File: src/hw/dosm_map.vh
// Purpose: constants for the drive operating state sequencer
// Assumes: 50 MHz reference clock
// Notes:   state codes are one-hot, bit n-1 set for state n
`ifndef DOSM_MAP_VH
`define DOSM_MAP_VH

// ==========================================================
// state codes (one-hot, 8 states)
`define DOSM_ST_NOT_READY      8'h01
`define DOSM_ST_SW_DISABLED    8'h02
`define DOSM_ST_READY          8'h04
`define DOSM_ST_SWITCHED_ON    8'h08
`define DOSM_ST_OP_ENABLED     8'h10
`define DOSM_ST_QUICK_STOP     8'h20
`define DOSM_ST_FAULT_REACT    8'h40
`define DOSM_ST_FAULT          8'h80

// ==========================================================
// reported state numbers in the status word
`define DOSM_NUM_W             4
`define DOSM_NUM_SW_DISABLED   4'h2
`define DOSM_NUM_READY         4'h3
`define DOSM_NUM_SWITCHED_ON   4'h4
`define DOSM_NUM_OP_ENABLED    4'h5
`define DOSM_NUM_QUICK_STOP    4'h6
`define DOSM_NUM_FAULT_REACT   4'h7
`define DOSM_NUM_FAULT         4'h8

// ==========================================================
// command codes from the control word decoder
`define DOSM_CMD_W             3
`define DOSM_CMD_NONE          3'h0
`define DOSM_CMD_SHUTDOWN      3'h1
`define DOSM_CMD_SWITCH_ON     3'h2
`define DOSM_CMD_ENABLE_OP     3'h3
`define DOSM_CMD_DISABLE_OP    3'h4
`define DOSM_CMD_DISABLE_V     3'h5
`define DOSM_CMD_QUICK_STOP    3'h6
`define DOSM_CMD_FAULT_RESET   3'h7

// ==========================================================
// timing
`define DOSM_INIT_NS           200
`define DOSM_CLK_NS            20
`define DOSM_INIT_CYC          ((`DOSM_INIT_NS + `DOSM_CLK_NS - 1) / `DOSM_CLK_NS)
`define DOSM_CNT_W             8
`define DOSM_SYNC_RESET_VAL    2'h0

`endif

File: src/hw/dosm_sync.v
// Purpose: two-flop synchroniser for a group of pin level inputs
// Assumes: inputs are levels, each bit crossed independently
// Notes:   first stage is read only by the second stage
`timescale 1ns/1ps
`include "dosm_map.vh"

module dosm_sync #(
   parameter W = 4
) (
   input  wire         i_ref_clk,
   input  wire         i_arst_n,
   input  wire [W-1:0] i_async,
   output wire [W-1:0] o_sync
);

   // ==========================================================
   // per-bit double flop
   genvar g;
   generate
      for (g = 0; g < W; g = g + 1) begin : g_bit
         reg [1:0] stage;
         always @(posedge i_ref_clk or negedge i_arst_n) begin
            if (!i_arst_n) begin
               stage <= `DOSM_SYNC_RESET_VAL;
            end else begin
               stage <= {stage[0], i_async[g]};
            end
         end
         assign o_sync[g] = stage[1];
      end
   endgenerate

endmodule

File: src/hw/dosm_top.v
// Purpose: operating state sequencer of a variable speed drive
// Assumes: decoded commands arrive as one-cycle pulses on i_ref_clk;
//          mains, halt and stop-done levels come from pins
// Notes:   the control word bit map is decoded outside this block
//
// Overview of operation
// state 1 is transient and never shown in the status word
// status word always reflects the current operating state
// state changes only on a command or an internal event
// state 2: power stage not ready, no motor supply, all params open
// state 3: motor off, wait for mains before entering state 4
// contactor open in states 2 and 3, closed in 4 and 5
// power stage supply required in 4 and 5, not in 2
// state 4: power stage on, no output voltage, adjust params open
// configuration change in state 4 returns to state 2
// state 5: stage enabled, motor supplied, config changes refused
// state 5 with zero reference or halt gives no torque, except while a ramped disable stop is in progress
// self-tuning starts only in state 5
// enable operation needs valid channel and a reference seen once; a reference is needed only if the channel carries one
// disable operation with select 0: straight to 4, coast
// disable operation with select 1: ramp stop, then state 4
// quick stop state 6 stays locked, restart only through state 2
// fault state 8: power stage off, no motor supply
// reset holds state 1, then advances to 2 on its own
// one distinct code per state drives status and enables
`timescale 1ns/1ps
`include "dosm_map.vh"

module dosm_top (
   input  wire                   i_ref_clk,
   input  wire                   i_arst_n,
   input  wire [`DOSM_CMD_W-1:0] i_cmd,
   input  wire                   i_cmd_valid,
   input  wire                   i_channel_valid,
   input  wire                   i_channel_has_ref,
   input  wire                   i_ref_received,
   input  wire                   i_ref_zero,
   input  wire                   i_disable_stop_select,
   input  wire                   i_contactor_variant,
   input  wire                   i_cfg_write,
   input  wire                   i_adj_write,
   input  wire                   i_tune_req,
   input  wire                   i_fault_detect,
   input  wire                   i_fault_react_done,
   input  wire                   i_mains_ok,
   input  wire                   i_halt,
   input  wire                   i_ramp_done,
   output reg  [`DOSM_NUM_W-1:0] o_state_status_word,
   output reg                    o_status_valid,
   output reg                    o_power_stage_ready,
   output reg                    o_power_stage_enable,
   output reg                    o_motor_supply,
   output reg                    o_torque_enable,
   output reg                    o_contactor_close,
   output reg                    o_supply_required,
   output reg                    o_ramp_stop,
   output reg                    o_coast_stop,
   output reg                    o_tune_start,
   output wire                   o_cfg_accept,
   output wire                   o_adj_accept
);

   // ==========================================================
   // one-hot state codes
   localparam [7:0] ST_NOT_READY   = `DOSM_ST_NOT_READY;
   localparam [7:0] ST_SW_DISABLED = `DOSM_ST_SW_DISABLED;
   localparam [7:0] ST_READY       = `DOSM_ST_READY;
   localparam [7:0] ST_SWITCHED_ON = `DOSM_ST_SWITCHED_ON;
   localparam [7:0] ST_OP_ENABLED  = `DOSM_ST_OP_ENABLED;
   localparam [7:0] ST_QUICK_STOP  = `DOSM_ST_QUICK_STOP;
   localparam [7:0] ST_FAULT_REACT = `DOSM_ST_FAULT_REACT;
   localparam [7:0] ST_FAULT       = `DOSM_ST_FAULT;
   // init count cut to the counter width on purpose
   localparam integer           INIT_CYC_I = `DOSM_INIT_CYC;
   localparam [`DOSM_CNT_W-1:0] INIT_CYC   = INIT_CYC_I[`DOSM_CNT_W-1:0];

   // ==========================================================
   // pin levels crossed into the clock domain
   wire [2:0] pin_sync;
   wire       mains_ok;
   wire       halt;
   wire       ramp_done;

   dosm_sync #(
      .W (3)
   ) u_sync (
      .i_ref_clk (i_ref_clk),
      .i_arst_n  (i_arst_n),
      .i_async   ({i_ramp_done, i_halt, i_mains_ok}),
      .o_sync    (pin_sync)
   );

   assign mains_ok  = pin_sync[0];
   assign halt      = pin_sync[1];
   assign ramp_done = pin_sync[2];

   // ==========================================================
   // state register and helpers
   reg [7:0]             state;
   reg [7:0]             next_state;
   reg [`DOSM_CNT_W-1:0] init_cnt;
   reg                   ramping;
   reg                   next_ramping;

   // ramp in progress before leaving state 5 counts as state 5
   function is_state;
      input [7:0] cur;
      input [7:0] code;
      begin
         is_state = (cur == code);
      end
   endfunction

   function cmd_is;
      input                   vld;
      input [`DOSM_CMD_W-1:0] cmd;
      input [`DOSM_CMD_W-1:0] code;
      begin
         cmd_is = vld && (cmd == code);
      end
   endfunction

   wire c_shutdown = cmd_is(i_cmd_valid, i_cmd, `DOSM_CMD_SHUTDOWN);
   wire c_switch_on = cmd_is(i_cmd_valid, i_cmd, `DOSM_CMD_SWITCH_ON);
   wire c_enable = cmd_is(i_cmd_valid, i_cmd, `DOSM_CMD_ENABLE_OP);
   wire c_disable = cmd_is(i_cmd_valid, i_cmd, `DOSM_CMD_DISABLE_OP);
   wire c_dis_volt = cmd_is(i_cmd_valid, i_cmd, `DOSM_CMD_DISABLE_V);
   wire c_qstop = cmd_is(i_cmd_valid, i_cmd, `DOSM_CMD_QUICK_STOP);
   wire c_freset = cmd_is(i_cmd_valid, i_cmd, `DOSM_CMD_FAULT_RESET);

   // enable only from a valid channel; a shared reference channel
   // must have delivered one reference first
   wire enable_ok = c_enable && i_channel_valid &&
                    (!i_channel_has_ref || i_ref_received);

   wire init_done = (init_cnt == INIT_CYC);

   // ==========================================================
   // init counter
   always @(posedge i_ref_clk or negedge i_arst_n) begin
      if (!i_arst_n) begin
         init_cnt <= {`DOSM_CNT_W{1'b0}};
      end else if (is_state(state, ST_NOT_READY) && !init_done) begin
         init_cnt <= init_cnt + 1'b1;
      end
   end

   // ==========================================================
   // transitions: commands or internal events only
   always @* begin
      next_state   = state;
      next_ramping = ramping;
      case (state)
         ST_NOT_READY: begin
            if (init_done) begin
               next_state = ST_SW_DISABLED;
            end
         end
         ST_SW_DISABLED: begin
            if (c_shutdown) begin
               next_state = ST_READY;
            end
         end
         ST_READY: begin
            if (c_dis_volt || c_qstop) begin
               next_state = ST_SW_DISABLED;
            end else if (c_switch_on && mains_ok) begin
               next_state = ST_SWITCHED_ON;
            end
         end
         ST_SWITCHED_ON: begin
            if (i_cfg_write) begin
               next_state = ST_SW_DISABLED;
            end else if (c_dis_volt || c_qstop) begin
               next_state = ST_SW_DISABLED;
            end else if (c_shutdown) begin
               next_state = ST_READY;
            end else if (enable_ok) begin
               next_state = ST_OP_ENABLED;
            end
         end
         ST_OP_ENABLED: begin
            if (c_qstop) begin
               next_state   = ST_QUICK_STOP;
               next_ramping = 1'b0;
            end else if (c_dis_volt) begin
               next_state   = ST_SW_DISABLED;
               next_ramping = 1'b0;
            end else if (c_shutdown) begin
               next_state   = ST_READY;
               next_ramping = 1'b0;
            // quick stop, disable voltage and shutdown outrank a ramp in progress; a new disable is ignored
            end else if (ramping) begin
               if (ramp_done) begin
                  next_state   = ST_SWITCHED_ON;
                  next_ramping = 1'b0;
               end
            end else if (c_disable) begin
               if (i_disable_stop_select) begin
                  next_ramping = 1'b1;
               end else begin
                  next_state = ST_SWITCHED_ON;
               end
            end
         end
         ST_QUICK_STOP: begin
            // only way out is through state 2, apart from a detected error taking it to state 7
            if (c_dis_volt || ramp_done) begin
               next_state = ST_SW_DISABLED;
            end
         end
         ST_FAULT_REACT: begin
            if (i_fault_react_done) begin
               next_state = ST_FAULT;
            end
         end
         ST_FAULT: begin
            if (c_freset && !i_fault_detect) begin
               next_state = ST_SW_DISABLED;
            end
         end
         default: begin
            next_state = ST_FAULT_REACT;
         end
      endcase
      // detected error wins over any command
      if (i_fault_detect && !is_state(state, ST_NOT_READY) &&
          !is_state(state, ST_FAULT) &&
          !is_state(state, ST_FAULT_REACT)) begin
         next_state   = ST_FAULT_REACT;
         next_ramping = 1'b0;
      end
   end

   always @(posedge i_ref_clk or negedge i_arst_n) begin
      if (!i_arst_n) begin
         state   <= ST_NOT_READY;
         ramping <= 1'b0;
      end else begin
         state   <= next_state;
         ramping <= next_ramping;
      end
   end

   // ==========================================================
   // outputs decoded from the state register; status word and valid from next_state
   wire in_s2 = is_state(state, ST_SW_DISABLED);
   wire in_s3 = is_state(state, ST_READY);
   wire in_s4 = is_state(state, ST_SWITCHED_ON);
   wire in_s5 = is_state(state, ST_OP_ENABLED);
   wire in_s6 = is_state(state, ST_QUICK_STOP);

   // refused changes simply get no accept
   assign o_cfg_accept = in_s2 || in_s3 || in_s4 ||
                         is_state(state, ST_FAULT);
   assign o_adj_accept = in_s2 || in_s3 || in_s4 || in_s5;

   // status word follows next_state so it moves on the state edge;
   // the enables follow the state register one cycle later, which
   // keeps them glitch free at the cost of one cycle of latency
   always @(posedge i_ref_clk or negedge i_arst_n) begin
      if (!i_arst_n) begin
         o_state_status_word  <= {`DOSM_NUM_W{1'b0}};
         o_status_valid       <= 1'b0;
         o_power_stage_ready  <= 1'b0;
         o_power_stage_enable <= 1'b0;
         o_motor_supply       <= 1'b0;
         o_torque_enable      <= 1'b0;
         o_contactor_close    <= 1'b0;
         o_supply_required    <= 1'b0;
         o_ramp_stop          <= 1'b0;
         o_coast_stop         <= 1'b0;
         o_tune_start         <= 1'b0;
      end else begin
         case (next_state)
            ST_SW_DISABLED: o_state_status_word <= `DOSM_NUM_SW_DISABLED;
            ST_READY:       o_state_status_word <= `DOSM_NUM_READY;
            ST_SWITCHED_ON: o_state_status_word <= `DOSM_NUM_SWITCHED_ON;
            ST_OP_ENABLED:  o_state_status_word <= `DOSM_NUM_OP_ENABLED;
            ST_QUICK_STOP:  o_state_status_word <= `DOSM_NUM_QUICK_STOP;
            ST_FAULT_REACT: o_state_status_word <= `DOSM_NUM_FAULT_REACT;
            ST_FAULT:       o_state_status_word <= `DOSM_NUM_FAULT;
            default:        o_state_status_word <= {`DOSM_NUM_W{1'b0}};
         endcase
         // state 1 is hidden from the network
         o_status_valid <= !is_state(next_state, ST_NOT_READY);
         o_power_stage_ready <= in_s3 || in_s4 || in_s5 || in_s6;
         o_power_stage_enable <= in_s5 || in_s6;
         o_motor_supply <= in_s5 || in_s6;
         o_torque_enable <= (in_s5 && !ramping && !halt &&
                             !i_ref_zero) || in_s6 ||
                            (in_s5 && ramping);
         o_contactor_close <= i_contactor_variant &&
                              (in_s4 || in_s5 || in_s6);
         o_supply_required <= in_s4 || in_s5 || in_s6;
         o_ramp_stop <= (in_s5 && ramping) || in_s6;
         o_coast_stop <= in_s4;
         o_tune_start <= in_s5 && !ramping && i_tune_req;
      end
   end

endmodule

File: config.mk
export PLATFORM = sky130hd
export DESIGN_NAME = dosm_top
export DESIGN_NICKNAME = d
export VERILOG_FILES = /design/src/hw/dosm_sync.v /design/src/hw/dosm_top.v
export VERILOG_INCLUDE_DIRS = /design/src /design/src/hw
export SDC_FILE = /design/constraint.sdc
export NUM_CORES = 1
export LEC_CHECK = 0
export BUFFER_PORTS_ARGS = -buffer_cell sky130_fd_sc_hd__buf_2
export CORE_ASPECT_RATIO = 1.1
export CORE_MARGIN = 3
export CORE_UTILIZATION = 55
export DETAILED_ROUTE_END_ITERATION = 7
export PLACE_DENSITY = 0.79
export SETUP_SLACK_MARGIN = 0.3
export SLEW_MARGIN = 30
export SYNTH_ARGS = -nofsm -noshare
export SYNTH_HDL_FRONTEND = slang
export SYNTH_SLANG_ARGS = --single-unit
File: constraint.sdc
create_clock -name i_ref_clk -period 2.3 [get_ports i_ref_clk]
set_input_delay 0.23 -clock i_ref_clk [delete_from_list [all_inputs] [get_ports i_ref_clk]]
set_output_delay 0.23 -clock i_ref_clk [all_outputs]
set_load 0.02 [all_outputs]
==> results.cfg <==
[status]
outcome = completed

[power_and_ir_drop]
p_per_area_nw_per_um2 = 700
ir_worst_vdd_v = 0.000394
total_leakage_power_nw = 1.17

[route]
postRouteAntennaNets = 0
avgViaCountPerCell = 6.02
drc = 0
drt_iter0_drc = 109
vias = 1794
wl_per_cell_um = 17.4
wl_mm = 5.19
firstDrtPassIters = 4

[clocking]
clkSinkCount = 36
clk_pin_slew_worst_paths_ns = 0.11
cts_tree = yes
cts_max_level = 2
clkLatencyLatePin_ns = 0.35
root_buffer = clkbuf_4
clock_path_buffers = 2
cts_buffers = 5

[global_routing]
grt_use_met2_pct = 38.1
grt-busiest-layer = met2
use_met3_pct = 5.35
grt_pass1_vias = 1645
grt_max_degree = 37
grt_pass1_wl_mm = 7.56
grt_overflow = 0
met1_usage_pct = 27.8
track_usage_pct = 23.1
antenna_found_initial = 0

[critical_path]
critPathLaunchType = flop
path_class = flop to flop
reg2reg_slack_ns = 0.30
end_kind = flop
cpMaxStageDelayCell = dfrtp_2
critPathMaxFanout = 4
cpLargestDelayFamily = simple AND/OR/NAND/NOR gates
crit_chain = nor4_4 -> buf_4 -> buf_4 -> o2111ai_2 -> nand4_4 -> a2111oi_4 -> o2111ai_1
crit_buf_inv = 2
max_stage_delay_ns = 0.46
crit_top_cell = buf_4
worstPathRequired_ns = 2.55
arrival_ns = 2.25

[timing]
maxSlewViolCount = 0
fmax_mhz = 500
hold_viol = 0
setup_viol = 0
fin_crit_sh_pct = 86.9
rsz0062_at_grt = true
skew_ns = 0.0129
hold_slack_ns = 0.0825
timing.slew.headroom_pct = 36.8
min_period_ns = 2.00
final.setup.worst_slack_ns = 0.301
setup_tns_ns = 0
tightest_slew_ns = 0.937

[floorplanning]
dieArea_um2 = 4310
fp.dieH_um = 68.6
initial_core_util_pct = 57.8
fp.dieW_um = 62.9
rows = 22
core_area_um2 = 3390
io_pins = 36

[min_path]
min_path_type = primary input to flop

[logic_synthesis]
synth_commonest_cells = dfrtp_1, nor2_1, nand2_1
synth_ff_type = dfrtp_1
ys_ff_latch = 36
ys_seq_area_share_pct = 46.1
netlist_instances = 190
synth_area_um2 = 1960
synth_warnings = 0
synth-edff-count = 0
ys_types = 55
synth.net_count = 212
synth_area_leaders = dfrtp_1, nor2b_1, xnor2_1
async_reset_ff_share_pct = 100
synth_most_common_cell = dfrtp_1
yosysTopAreaCell = dfrtp_1
yosys.area.top_type_share_pct = 44.8
syn_area_per_cell_um2 = 10.3

[final_layout]
drive_above_1_share_pct = 42.0
utilization_pct = 77.2
ff_latch_area_um2 = 908
fin_nets = 271
diodes = 0
area_delta_synth_final_pct = 33.6
fin_area_um2 = 2610
fill_cells = 224
multi_input_area_um2 = 1150

[place]
gp_congestion = 0.897
io_buffer_count = 34
pre_cts_slack_ns = 0.152
post-dp-hpwl_mm = 3.33
dpl-instance-area_um2 = 2160

[flow_run]
cap_violations = 0
flip-flops by register name, indices dropped and copies added (netlist names), 4 cells and up:
register,count
state,8
init_cnt,8
o_state_status_word,4
u_sync.g_bit.stage,6
path summary, 6_finish.rpt:
kind	startpoint	endpoint	depth (start not counted)
worst min register to register	u_sync.g_bit[0].stage[0]$_DFF_PN0_	u_sync.g_bit[0].stage[1]$_DFF_PN0_	0
worst max register to register	state[1]$_DFF_PN0_	o_state_status_word[2]$_DFF_PN0_	7
worst min-delay path	i_contactor_variant	o_contactor_close$_DFF_PN0_	2
min in group asynchronous	i_arst_n	init_cnt[5]$_DFFE_PN0P_	2
max in group asynchronous	i_arst_n	state[5]$_DFF_PN0_	2
worst max-delay path	state[1]$_DFF_PN0_	o_state_status_word[2]$_DFF_PN0_	7
kinds of logic after synthesis:
group / synth area share [%]
buffers and inverters: 4.16
XOR/XNOR: 4.03
adder cells (fa/ha/maj): 1.28
flip-flops: 46.1
AND/OR/NAND/NOR: 26.6
AO/OA/AOI/OAI: 17.8
per-stage QoR:
stage / power, mW / instances
5_1_grt: 1.91 / 298
3_3_place_gp: 1.24 / 267
3_5_place_dp: 1.25 / 267
4_1_cts: 1.66 / 287
2_1_floorplan: 1.12 / 190
6_report: 1.83 / 298
per-layer routing:
metal | part of all wire, % | up-vias
met2 | 49 | 70
met3 | 6.7 | 23
met1 | 40 | 872
li1 | - | 829
met5 | 0 | -
met4 | 4.3 | 0
report_power, final:
part           leakage [nW]  internal [mW]  switching, mW
Sequential            0.460          0.690         0.0473
Clock                0.0326          0.151          0.202
Combinational         0.673          0.313          0.428
area by class of cell:
cell class | instances | area share (%)
multi-input combinational | 138 | 44.1
sequential | 36 | 34.8
timing repair buffer | 61 | 15.6
tap | 48 | 2.30
clock buffer | 8 | 2.25
inverter | 7 | 1.01
layout by cell type, fill, tap and decap left out, types with 3 or more instances in the layout:
cell and n:
nor2b_1 8, o21ai_0 7, nor2_2 3, dfrtp_1 30
inv_1 7, dfrtp_2 5, and3_1 3, xnor2_1 7
buf_2 32, nand4_1 7, clkbuf_4 5, nand2_1 10
nand3_4 3, a211oi_1 4, a211oi_2 3, buf_4 20
and2_1 3, nor2_1 10, dlygate4sd3_1 4, buf_6 5
nand3_1 5, a21oi_1 6
timing repair:
action / CTS / global route
gates resized for setup: 8 / 39
buffers inserted: 8 / 11
hold endpoints to repair: 38 / 0
hold buffers: 4 / 0
setup endpoints to repair: 9 / 13
pin swaps: 4 / 15
No activity file was read; power rests on OpenSTA's default activity.
